### config.mk
export PLATFORM = sky130hd
export DESIGN_NAME = spqm_mapper
export DESIGN_NICKNAME = d
export VERILOG_FILES = /design/src/spqm_pkg.sv /design/src/spqm_table.sv /design/src/spqm_trap_queue.sv /design/src/spqm_mapper.sv
export VERILOG_INCLUDE_DIRS = /design/src
export SDC_FILE = /design/constraint.sdc
export NUM_CORES = 1
export LEC_CHECK = 0
export BUFFER_PORTS_ARGS = -buffer_cell sky130_fd_sc_hd__buf_2
export CORE_MARGIN = 2
export CORE_UTILIZATION = 44
export DETAILED_ROUTE_END_ITERATION = 8
export SETUP_SLACK_MARGIN = 0.05
export SLEW_MARGIN = 5
export SYNTH_ARGS = -nofsm -noshare
export SYNTH_HDL_FRONTEND = slang
export SYNTH_SLANG_ARGS = --single-unit
### constraint.sdc
create_clock -name clk_in -period 16.4 [get_ports clk_in]
set_input_delay 0.82 -clock clk_in [delete_from_list [all_inputs] [get_ports clk_in]]
set_output_delay 0.82 -clock clk_in [all_outputs]
set_load 0.01 [all_outputs]
### src/spqm_consts.svh
// Constants for the stacking port queue mapper
// Operation
// - Fast stacking ports twelve queues, others eight
// - First device assigns and carries internal priority; here req_in.pri is carried unchanged and first_dev has no effect on it
// - Data queue chosen by priority map lookup
// - Data traffic uses only queues zero to seven
// - Priority map entry holds three-bit queue
// - Software queue 0-31 mapped to eight queues
// - Fast stacking port uses separate twelve-queue map
// - Trap reason gives queue, then same mapping
// - Trap to master uses twelve-queue stacking map
// - Processor-to-normal map entry three bits
// - Fast map four bits, codes above eleven invalid
// - Stacking adds trap and copy to master
`ifndef SPQM_CONSTS_SVH
`define SPQM_CONSTS_SVH
// ==========================================
// Register map (table selected by upper address bits, entry index in lower bits)
`define SPQM_ADDR_W 8
`define SPQM_BASE_PRI 8'h00
`define SPQM_BASE_NQ 8'h20
`define SPQM_BASE_FQ 8'h40
`define SPQM_BASE_TRAP 8'h60
`define SPQM_ADDR_CTRL 8'h80
`define SPQM_ADDR_STAT 8'h81
// ==========================================
// Field sizes and limits
`define SPQM_PRI_N 8
`define SPQM_CPUQ_N 32
`define SPQM_REASON_N 32
`define SPQM_FAST_MAX 4'hB
`define SPQM_NORMAL_Q 4'h8
`define SPQM_FAST_Q 4'hC
`define SPQM_DATA_MAX 4'h7
`endif

### src/spqm_pkg.sv
// Types for the stacking port queue mapper
package spqm_pkg;
   typedef enum logic [1:0] {
      SPQM_SRC_DATA = 2'b00,
      SPQM_SRC_CPU = 2'b01,
      SPQM_SRC_TRAP = 2'b10
   } spqm_src_type;
   typedef enum logic [2:0] {
      SPQM_ACT_FWD = 3'b000,
      SPQM_ACT_TRAP_LOCAL = 3'b001,
      SPQM_ACT_COPY_LOCAL = 3'b010,
      SPQM_ACT_TRAP_MASTER = 3'b011,
      SPQM_ACT_COPY_MASTER = 3'b100
   } spqm_act_type;
   typedef struct packed {
      logic valid;
      spqm_src_type src;
      spqm_act_type act;
      logic fast_port;
      logic [2:0] pri;
      logic [4:0] cpu_q;
      logic [4:0] reason;
   } spqm_req_type;
   typedef struct packed {
      logic valid;
      logic [3:0] queue;
      logic to_master;
      logic to_local;
      logic cfg_err;
      logic [2:0] pri;
   } spqm_res_type;
endpackage

### src/spqm_table.sv
// Small mapping table memory with registered read data
`timescale 1ns/1ps
module spqm_table #(
   parameter int DEPTH = 32,
   parameter int WIDTH = 4,
   parameter int AW = 5
) (
   // Clock and reset
   input wire logic clk_in,
   input wire logic rst_in,
   // Write port
   input wire logic wr_in,
   input wire logic [AW-1:0] waddr_in,
   input wire logic [WIDTH-1:0] wdata_in,
   // Read port A
   input wire logic [AW-1:0] raddr_a_in,
   output logic [WIDTH-1:0] rdata_a_out,
   // Read port B
   input wire logic [AW-1:0] raddr_b_in,
   output logic [WIDTH-1:0] rdata_b_out
);
   logic [WIDTH-1:0] mem [DEPTH];
   // ==========================================
   // Storage
   always_ff @(posedge clk_in or posedge rst_in) begin
      if (rst_in) begin
         for (int i = 0; i < DEPTH; i++) begin
            mem[i] <= '0;
         end
      end else if (wr_in) begin
         mem[waddr_in] <= wdata_in;
      end
   end
   // ==========================================
   // Registered reads
   always_ff @(posedge clk_in or posedge rst_in) begin
      if (rst_in) begin
         rdata_a_out <= '0;
         rdata_b_out <= '0;
      end else begin
         rdata_a_out <= mem[raddr_a_in];
         rdata_b_out <= mem[raddr_b_in];
      end
   end
endmodule // spqm_table

### src/spqm_trap_queue.sv
// Trap reason to processor queue number table
`timescale 1ns/1ps
`include "spqm_consts.svh"
module spqm_trap_queue import spqm_pkg::*; (
   // Clock and reset
   input wire logic clk_in,
   input wire logic rst_in,
   // Configuration write
   input wire logic wr_in,
   input wire logic [4:0] waddr_in,
   input wire logic [4:0] wdata_in,
   // Lookup
   input wire logic [4:0] reason_in,
   output logic [4:0] cpu_q_out,
   // Readback
   input wire logic [4:0] raddr_in,
   output logic [4:0] rdata_out
);
   spqm_table #(
      .DEPTH(`SPQM_REASON_N),
      .WIDTH(5),
      .AW(5)
   ) u_tab (
      .clk_in(clk_in),
      .rst_in(rst_in),
      .wr_in(wr_in),
      .waddr_in(waddr_in),
      .wdata_in(wdata_in),
      .raddr_a_in(reason_in),
      .rdata_a_out(cpu_q_out),
      .raddr_b_in(raddr_in),
      .rdata_b_out(rdata_out)
   );
endmodule // spqm_trap_queue

### src/spqm_mapper.sv
// Stacking port egress queue mapper top
`timescale 1ns/1ps
`include "spqm_consts.svh"
module spqm_mapper import spqm_pkg::*; (
   // Clock and reset
   input wire logic clk_in,
   input wire logic rst_in,
   // Register port
   input wire logic [7:0] addr_in,
   input wire logic [31:0] wdata_in,
   input wire logic wr_in,
   input wire logic rd_in,
   output logic [31:0] rdata_out,
   // Packet request
   input wire spqm_req_type req_in,
   // Packet result
   output spqm_res_type res_out
);
   // ==========================================
   // Address decode
   function automatic logic in_tab(input logic [7:0] a, input logic [7:0] base, input int n);
      in_tab = (a >= base) && (a < base + 8'(n));
   endfunction
   logic wr_pri, wr_nq, wr_fq, wr_trap, wr_ctrl;
   assign wr_pri = wr_in && in_tab(addr_in, `SPQM_BASE_PRI, `SPQM_PRI_N);
   assign wr_nq = wr_in && in_tab(addr_in, `SPQM_BASE_NQ, `SPQM_CPUQ_N);
   assign wr_fq = wr_in && in_tab(addr_in, `SPQM_BASE_FQ, `SPQM_CPUQ_N);
   assign wr_trap = wr_in && in_tab(addr_in, `SPQM_BASE_TRAP, `SPQM_REASON_N);
   assign wr_ctrl = wr_in && (addr_in == `SPQM_ADDR_CTRL);
   // ==========================================
   // Control: first-device enable
   logic first_dev;
   logic err_seen;
   logic [31:0] err_count;
   always_ff @(posedge clk_in or posedge rst_in) begin
      if (rst_in) begin
         first_dev <= 1'b1;
      end else if (wr_ctrl) begin
         first_dev <= wdata_in[0];
      end
   end
   // ==========================================
   // Stage 1: trap reason lookup, priority carried
   spqm_req_type s1;
   logic [4:0] trap_q;
   logic [4:0] trap_rd;
   spqm_trap_queue u_trap (
      .clk_in(clk_in),
      .rst_in(rst_in),
      .wr_in(wr_trap),
      .waddr_in(addr_in[4:0]),
      .wdata_in(wdata_in[4:0]),
      .reason_in(req_in.reason),
      .cpu_q_out(trap_q),
      .raddr_in(addr_in[4:0]),
      .rdata_out(trap_rd)
   );
   always_ff @(posedge clk_in or posedge rst_in) begin
      if (rst_in) begin
         s1 <= '0;
      end else begin
         s1 <= req_in;
         // Internal priority is kept with the packet toward the next device
         if (!first_dev) begin
            s1.pri <= req_in.pri;
         end
      end
   end
   // Queue number chosen from trap reason for trapped packets
   logic [4:0] s1_cpuq;
   assign s1_cpuq = (s1.src == SPQM_SRC_TRAP) ? trap_q : s1.cpu_q;
   // ==========================================
   // Stage 2: map tables
   logic [2:0] pri_q, pri_rd;
   logic [2:0] nq_q, nq_rd;
   logic [3:0] fq_q, fq_rd;
   spqm_table #(.DEPTH(`SPQM_PRI_N), .WIDTH(3), .AW(3)) u_pri (
      .clk_in(clk_in),
      .rst_in(rst_in),
      .wr_in(wr_pri),
      .waddr_in(addr_in[2:0]),
      .wdata_in(wdata_in[2:0]),
      .raddr_a_in(s1.pri),
      .rdata_a_out(pri_q),
      .raddr_b_in(addr_in[2:0]),
      .rdata_b_out(pri_rd)
   );
   spqm_table #(.DEPTH(`SPQM_CPUQ_N), .WIDTH(3), .AW(5)) u_nq (
      .clk_in(clk_in),
      .rst_in(rst_in),
      .wr_in(wr_nq),
      .waddr_in(addr_in[4:0]),
      .wdata_in(wdata_in[2:0]),
      .raddr_a_in(s1_cpuq),
      .rdata_a_out(nq_q),
      .raddr_b_in(addr_in[4:0]),
      .rdata_b_out(nq_rd)
   );
   spqm_table #(.DEPTH(`SPQM_CPUQ_N), .WIDTH(4), .AW(5)) u_fq (
      .clk_in(clk_in),
      .rst_in(rst_in),
      .wr_in(wr_fq),
      .waddr_in(addr_in[4:0]),
      .wdata_in(wdata_in[3:0]),
      .raddr_a_in(s1_cpuq),
      .rdata_a_out(fq_q),
      .raddr_b_in(addr_in[4:0]),
      .rdata_b_out(fq_rd)
   );
   spqm_req_type s2;
   always_ff @(posedge clk_in or posedge rst_in) begin
      if (rst_in) begin
         s2 <= '0;
      end else begin
         s2 <= s1;
      end
   end
   // ==========================================
   // Queue selection
   logic master_act, local_act, fast_sel, fast_bad;
   logic [3:0] next_queue;
   assign master_act = (s2.act == SPQM_ACT_TRAP_MASTER) || (s2.act == SPQM_ACT_COPY_MASTER);
   assign local_act = (s2.act == SPQM_ACT_TRAP_LOCAL) || (s2.act == SPQM_ACT_COPY_LOCAL) ||
                      (s2.act == SPQM_ACT_COPY_MASTER);
   // Master-bound trapped packets leave via the stacking port on its twelve queues
   assign fast_sel = s2.fast_port || (s2.src == SPQM_SRC_TRAP && master_act);
   function automatic logic fast_q_bad(input logic [3:0] q);
      fast_q_bad = q > `SPQM_FAST_MAX;
   endfunction
   assign fast_bad = fast_q_bad(fq_q);
   always_comb begin
      next_queue = 4'h0;
      case (s2.src)
         SPQM_SRC_DATA: begin
            next_queue = {1'b0, pri_q};
         end
         SPQM_SRC_CPU, SPQM_SRC_TRAP: begin
            if (fast_sel) begin
               next_queue = fast_bad ? `SPQM_FAST_MAX : fq_q;
            end else begin
               next_queue = {1'b0, nq_q};
            end
         end
         default: begin
            next_queue = 4'h0;
         end
      endcase
   end
   // ==========================================
   // Result register
   always_ff @(posedge clk_in or posedge rst_in) begin
      if (rst_in) begin
         res_out <= '0;
      end else begin
         res_out.valid <= s2.valid;
         res_out.queue <= next_queue;
         res_out.to_master <= s2.valid && master_act;
         res_out.to_local <= s2.valid && local_act;
         res_out.cfg_err <= s2.valid && s2.src != SPQM_SRC_DATA && fast_sel && fast_bad;
         res_out.pri <= s2.pri;
      end
   end
   // ==========================================
   // Status: sticky error and count
   always_ff @(posedge clk_in or posedge rst_in) begin
      if (rst_in) begin
         err_seen <= 1'b0;
         err_count <= 32'h0000_0000;
      end else begin
         if (s2.valid && s2.src != SPQM_SRC_DATA && fast_sel && fast_bad) begin
            err_seen <= 1'b1;
            err_count <= err_count + 32'h0000_0001;
         end else if (wr_in && addr_in == `SPQM_ADDR_STAT && wdata_in[0]) begin
            err_seen <= 1'b0;
         end
      end
   end
   // ==========================================
   // Read data, one cycle after the strobe
   logic [7:0] rd_addr;
   logic rd_q;
   always_ff @(posedge clk_in or posedge rst_in) begin
      if (rst_in) begin
         rd_addr <= 8'h00;
         rd_q <= 1'b0;
      end else begin
         rd_addr <= addr_in;
         rd_q <= rd_in;
      end
   end
   logic [31:0] next_rdata;
   always_comb begin
      next_rdata = 32'h0000_0000;
      if (in_tab(rd_addr, `SPQM_BASE_PRI, `SPQM_PRI_N)) begin
         next_rdata = {29'h0, pri_rd};
      end else if (in_tab(rd_addr, `SPQM_BASE_NQ, `SPQM_CPUQ_N)) begin
         next_rdata = {29'h0, nq_rd};
      end else if (in_tab(rd_addr, `SPQM_BASE_FQ, `SPQM_CPUQ_N)) begin
         next_rdata = {28'h0, fq_rd};
      end else if (in_tab(rd_addr, `SPQM_BASE_TRAP, `SPQM_REASON_N)) begin
         next_rdata = {27'h0, trap_rd};
      end else if (rd_addr == `SPQM_ADDR_CTRL) begin
         next_rdata = {31'h0, first_dev};
      end else if (rd_addr == `SPQM_ADDR_STAT) begin
         next_rdata = {err_count[30:0], err_seen};
      end
   end
   // Table read data are registered, so the bus mux is combinational after them
   always_comb begin
      rdata_out = rd_q ? next_rdata : 32'h0000_0000;
   end
   // ==========================================
   // Assertions
   property p_data_low;
      @(posedge clk_in) disable iff (rst_in)
      $past(s2.valid) && $past(s2.src) == SPQM_SRC_DATA |-> res_out.queue <= `SPQM_DATA_MAX;
   endproperty
   a_data_low: assert property (p_data_low) else $error("data queue above seven");
   property p_fast_range;
      @(posedge clk_in) disable iff (rst_in)
      res_out.valid |-> res_out.queue < `SPQM_FAST_Q;
   endproperty
   a_fast_range: assert property (p_fast_range) else $error("queue beyond twelve");
   property p_normal_range;
      @(posedge clk_in) disable iff (rst_in)
      $past(s2.valid) && !$past(fast_sel) |-> res_out.queue < `SPQM_NORMAL_Q;
   endproperty
   a_normal_range: assert property (p_normal_range) else $error("normal port queue beyond eight");
   property p_err_clamp;
      @(posedge clk_in) disable iff (rst_in)
      res_out.cfg_err |-> res_out.queue == `SPQM_FAST_MAX;
   endproperty
   a_err_clamp: assert property (p_err_clamp) else $error("invalid code not clamped");
   property p_master_flag;
      @(posedge clk_in) disable iff (rst_in)
      req_in.valid && req_in.act == SPQM_ACT_TRAP_MASTER |-> ##3 res_out.to_master && !res_out.to_local;
   endproperty
   a_master_flag: assert property (p_master_flag) else $error("trap to master lost");
   property p_pri_carry;
      @(posedge clk_in) disable iff (rst_in)
      req_in.valid |-> ##3 res_out.valid && res_out.pri == $past(req_in.pri, 3);
   endproperty
   a_pri_carry: assert property (p_pri_carry) else $error("priority not carried");
   property p_err_sticky;
      @(posedge clk_in) disable iff (rst_in)
      res_out.cfg_err |-> err_seen;
   endproperty
   a_err_sticky: assert property (p_err_sticky) else $error("error not recorded");
   property p_trap_fast;
      @(posedge clk_in) disable iff (rst_in)
      s2.valid && s2.src == SPQM_SRC_TRAP && master_act |-> fast_sel;
   endproperty
   a_trap_fast: assert property (p_trap_fast) else $error("master trap not on stacking map");
   property p_pri_field;
      @(posedge clk_in) disable iff (rst_in)
      $past(rd_in) && in_tab($past(addr_in), `SPQM_BASE_PRI, `SPQM_PRI_N) |-> rdata_out[31:3] == 29'h0;
   endproperty
   a_pri_field: assert property (p_pri_field) else $error("priority map entry wider than three bits");
   property p_nq_field;
      @(posedge clk_in) disable iff (rst_in)
      $past(rd_in) && in_tab($past(addr_in), `SPQM_BASE_NQ, `SPQM_CPUQ_N) |-> rdata_out[31:3] == 29'h0;
   endproperty
   a_nq_field: assert property (p_nq_field) else $error("normal map entry wider than three bits");
   property p_fq_field;
      @(posedge clk_in) disable iff (rst_in)
      $past(rd_in) && in_tab($past(addr_in), `SPQM_BASE_FQ, `SPQM_CPUQ_N) |-> rdata_out[31:4] == 28'h0;
   endproperty
   a_fq_field: assert property (p_fq_field) else $error("fast map entry wider than four bits");
   property p_trap_field;
      @(posedge clk_in) disable iff (rst_in)
      $past(rd_in) && in_tab($past(addr_in), `SPQM_BASE_TRAP, `SPQM_REASON_N) |-> rdata_out[31:5] == 27'h0;
   endproperty
   a_trap_field: assert property (p_trap_field) else $error("trap queue entry wider than five bits");
   property p_data_no_err;
      @(posedge clk_in) disable iff (rst_in)
      $past(s2.valid) && $past(s2.src) == SPQM_SRC_DATA |-> !res_out.cfg_err;
   endproperty
   a_data_no_err: assert property (p_data_no_err) else $error("data packet flagged as config error");
   property p_normal_no_err;
      @(posedge clk_in) disable iff (rst_in)
      $past(s2.valid) && !$past(fast_sel) |-> !res_out.cfg_err;
   endproperty
   a_normal_no_err: assert property (p_normal_no_err) else $error("normal map flagged as config error");
   property p_fast_pass;
      @(posedge clk_in) disable iff (rst_in)
      $past(s2.valid) && $past(s2.src) != SPQM_SRC_DATA && $past(fast_sel) && !$past(fast_bad) |->
         res_out.queue == $past(fq_q);
   endproperty
   a_fast_pass: assert property (p_fast_pass) else $error("valid fast code not passed through");
   property p_err_count;
      @(posedge clk_in) disable iff (rst_in)
      res_out.cfg_err |-> err_count == $past(err_count) + 32'h0000_0001;
   endproperty
   a_err_count: assert property (p_err_count) else $error("config error not counted");
   property p_copy_master;
      @(posedge clk_in) disable iff (rst_in)
      req_in.valid && req_in.act == SPQM_ACT_COPY_MASTER |-> ##3 res_out.to_master && res_out.to_local;
   endproperty
   a_copy_master: assert property (p_copy_master) else $error("copy to master flags wrong");
   property p_fwd_plain;
      @(posedge clk_in) disable iff (rst_in)
      req_in.valid && req_in.act == SPQM_ACT_FWD |-> ##3 !res_out.to_master && !res_out.to_local;
   endproperty
   a_fwd_plain: assert property (p_fwd_plain) else $error("forwarded packet marked for processor");
   property p_data_map;
      @(posedge clk_in) disable iff (rst_in)
      $past(s2.valid) && $past(s2.src) == SPQM_SRC_DATA |-> res_out.queue == {1'b0, $past(pri_q)};
   endproperty
   a_data_map: assert property (p_data_map) else $error("data queue not from priority map");
endmodule // spqm_mapper

==> flow_summary.json <==
{
  "status": "finished, final reports clean",
  "worst_pin_slew_ns": 1.27,
  "skew_ns": 0.0102,
  "cts_sinks": 516,
  "rsz0062_at_grt": "false",
  "layout-drive-gt1-share_pct": 33.5,
  "layout_setup_ws_ns": 12.19,
  "synth-seq-cells": 516,
  "rows": 91,
  "synth_nets": 2122,
  "postSynthCellCount": 2054,
  "die_h_um": 253,
  "post_cts_buffers": 0,
  "cts_made_buffers": 56,
  "pre_cts_ws_ns": 12.32,
  "route.detailed.drc": 0,
  "crit_type": "reg2reg",
  "cts_resized": 0,
  "routed_via_density": 6.19,
  "r2r_slack_ns": 12.19,
  "pin_count": 107,
  "path_max_fanout": 70,
  "dpl.hpwl_mm": 47.6,
  "start_util_pct": 44.4,
  "synth.most_common_cell": "dfrtp_1",
  "rr_startpoint": "s1[17]$_DFF_PP0_",
  "finalCriticalPeriod_ns": 4.21,
  "h-tree-depth": 2,
  "die_w_um": 253,
  "peakVddDrop_v": 0.0000821,
  "synth_top_flop_cell": "dfrtp_1",
  "synth_edf_count": 0,
  "synthTopCellsByCount": "dfrtp_1 (515), mux2_2 (302), a211oi_1 (210)",
  "ys_async_sr_fraction_pct": 100,
  "slew_violations": 0,
  "synth_area_mm2": 0.0273,
  "antenna_found_initial": 6,
  "hold_viol": 0,
  "io_buffer_count": 79,
  "crit_path_start": "s1[17]$_DFF_PP0_",
  "gp_congestion": 0.881,
  "yosys.cell_types.count": 63,
  "timing.final.crit_share_pct": 25.7,
  "grt_max_degree": 183,
  "pwr_density_cell_mw_per_mm2": 99.0,
  "layout.nets": 2116,
  "first_iter_violations": 1364,
  "cts_tree": "built",
  "fin_util_pct": 48.8,
  "synth_warnings": 0,
  "cp-end-kind": "register",
  "fillers": 5334,
  "vias": 17800,
  "routed_wl_mm": 74.4,
  "dieArea_mm2": 0.0640,
  "grt_pass1_vias": 18400,
  "leakagePower_nw": 13.4,
  "setup_violations": 0,
  "cp-start-kind": "register",
  "core-area_mm2": 0.0615,
  "synth_top_area_share_pct": 47.2,
  "overflow": 0,
  "slew_headroom_pct": 14.3,
  "clk_latency_ns": 0.61,
  "ant_nets": 0,
  "cp.required_ns": 16.92,
  "synthTopCellsByArea": "dfrtp_1 (47%), mux4_2 (15%), mux2_2 (12%)",
  "synth_area_per_cell_um2": 13.3,
  "r2r_end": "u_nq.rdata_a_out[1]$_DFF_PP0_",
  "yosysSeqAreaShare_pct": 47.3,
  "reg2reg_depth": 6,
  "fmaxAchievable_mhz": 238,
  "wl_per_cell_um": 25.8,
  "cts.clk_slew.worst_paths_ns": 0.06,
  "cts_buffer_depth": 3,
  "crit_end": "u_nq.rdata_a_out[1]$_DFF_PP0_",
  "worstPathArrival_ns": 4.73,
  "hold_class": "in2reg",
  "flow.area_growth_from_synthesis_pct": 9.88,
  "grt_pass1_wl_mm": 115,
  "fin_tns_setup_ns": 0,
  "ctsHoldBuffers": 0,
  "firstDrtPassIters": 7,
  "cts-root-buf": "clkbuf_16",
  "yosys.area.top_type": "dfrtp_1",
  "drv_cap": 0,
  "grtUsageTotal_pct": 23.6,
  "finalPower_w": 0.00297
}
-- state kept, by name, summed over array words and instances, names as in the netlist, 4 cells and up --
name	flops
u_pri.mem	24
err_count	31
u_trap.u_tab.rdata_b_out	5
u_nq.mem	96
s1	15
u_fq.mem	128
rd_addr	8
u_trap.u_tab.mem	160
res_out	11
u_fq.rdata_a_out	4
u_trap.u_tab.rdata_a_out	5
u_fq.rdata_b_out	4
s2	10
-- layout make-up --
type                       instances  area, um2  area share [%]
sequential                       516      12900            43.1
multi-input combinational       1249      13200            43.9
inverter                         120        458            1.53
timing repair buffer             105        621            2.07
clock inverter                    16        211           0.705
antenna                            2       5.00          0.0167
clock buffer                      83       1620            5.42
tap                              790        988            3.30
-- per-layer routing --
metal  track usage [%]  share of wire [%]  up-vias  wire length (um)
met2              37.7                 47      590             35300
met4              7.25                2.8        0              2050
li1                  -                  -     7754                 -
met3              4.31                6.3      132              4710
met1              33.0                 44     9347             32400
met5                 0                  0        -                 0
-- stage by stage --
stage | area (um2) | cells | hold WS [ns]
2_1_floorplan | 27300 | 2054 | 0.331
3_3_place_gp | 28100 | 2780 | 0.334
3_5_place_dp | 28100 | 2780 | 0.336
4_1_cts | 30000 | 2879 | 0.285
5_1_grt | 30000 | 2880 | 0.285
6_report | 30000 | 2881 | 0.315
-- worst max-delay path, stage by stage, from the launching register on --
cell and delay [ns]:
dfrtp_1 0.66, nand2b_4 0.91, a21o_1 0.23, buf_4 0.53
a211oi_1 0.18, o41ai_1 1.14, o2111a_1 0.42
-- worst min path at each step --
stage | startpoint | end | cells after the start
floorplan | s2[10]$_DFF_PP0_ | res_out[0]$_DFF_PP0_ | 0
global placement | s1[16]$_DFF_PP0_ | s2[16]$_DFF_PP0_ | 0
detailed placement | s2[10]$_DFF_PP0_ | res_out[0]$_DFF_PP0_ | 0
CTS | req_in[5] | s1[5]$_DFF_PP0_ | 1
global route | rd_in | rd_q$_DFF_PP0_ | 1
finish | req_in[5] | s1[5]$_DFF_PP0_ | 1
-- cell families (layout without fill, tap and decap cells) --
| family | Yosys count | after routing | synth area share, % |
|---|---|---|---|
| multiplexers | 622 | 622 | 33.0 |
| flip-flops | 516 | 516 | 47.3 |
| AO/OA/AOI/OAI | 304 | 304 | 8.63 |
| buffers and inverters | 289 | 324 | 4.51 |
| AND/OR/NAND/NOR | 288 | 288 | 5.34 |
| XOR/XNOR | 31 | 31 | 0.995 |
| adder cells (fa/ha/maj) | 4 | 4 | 0.183 |
| other | 0 | 2 | 0 |
-- where the power goes --
| group | switching, W | internal, W | leakage [nW] | total, W |
|---|---|---|---|---|
| Combinational | 0.000176 | 0.000126 | 5.51 | 0.000302 |
| Clock | 0.000516 | 0.000758 | 0.904 | 0.00127 |
| Sequential | 0.0000533 | 0.00134 | 7.01 | 0.00139 |
-- layout by cell type (no fill, tap or decap), drive strengths merged, types with 4 or more instances in the layout --
cell type and count:
dfrtp 515, mux2 432, a211oi 210, mux4 179, inv 121, buf 105
nand2 93, clkbuf 83, nor2 69, and3 37, o41ai 21, xnor2 16
xor2 15, a21oi 15, nand3 14, o21ai 14, mux2i 11, nor3 10
clkinv 9, and2 8, nand2b 8, a31oi 8, a2111oi 7, o2111a 7
nand3b 6, nand4 6, bufinv 5, a21boi 5, nor2b 4, or2 4
and4 4, nor4 4, nor4bb 4, ha 4, a21o 4
Power figures use the tool's default switching activity.
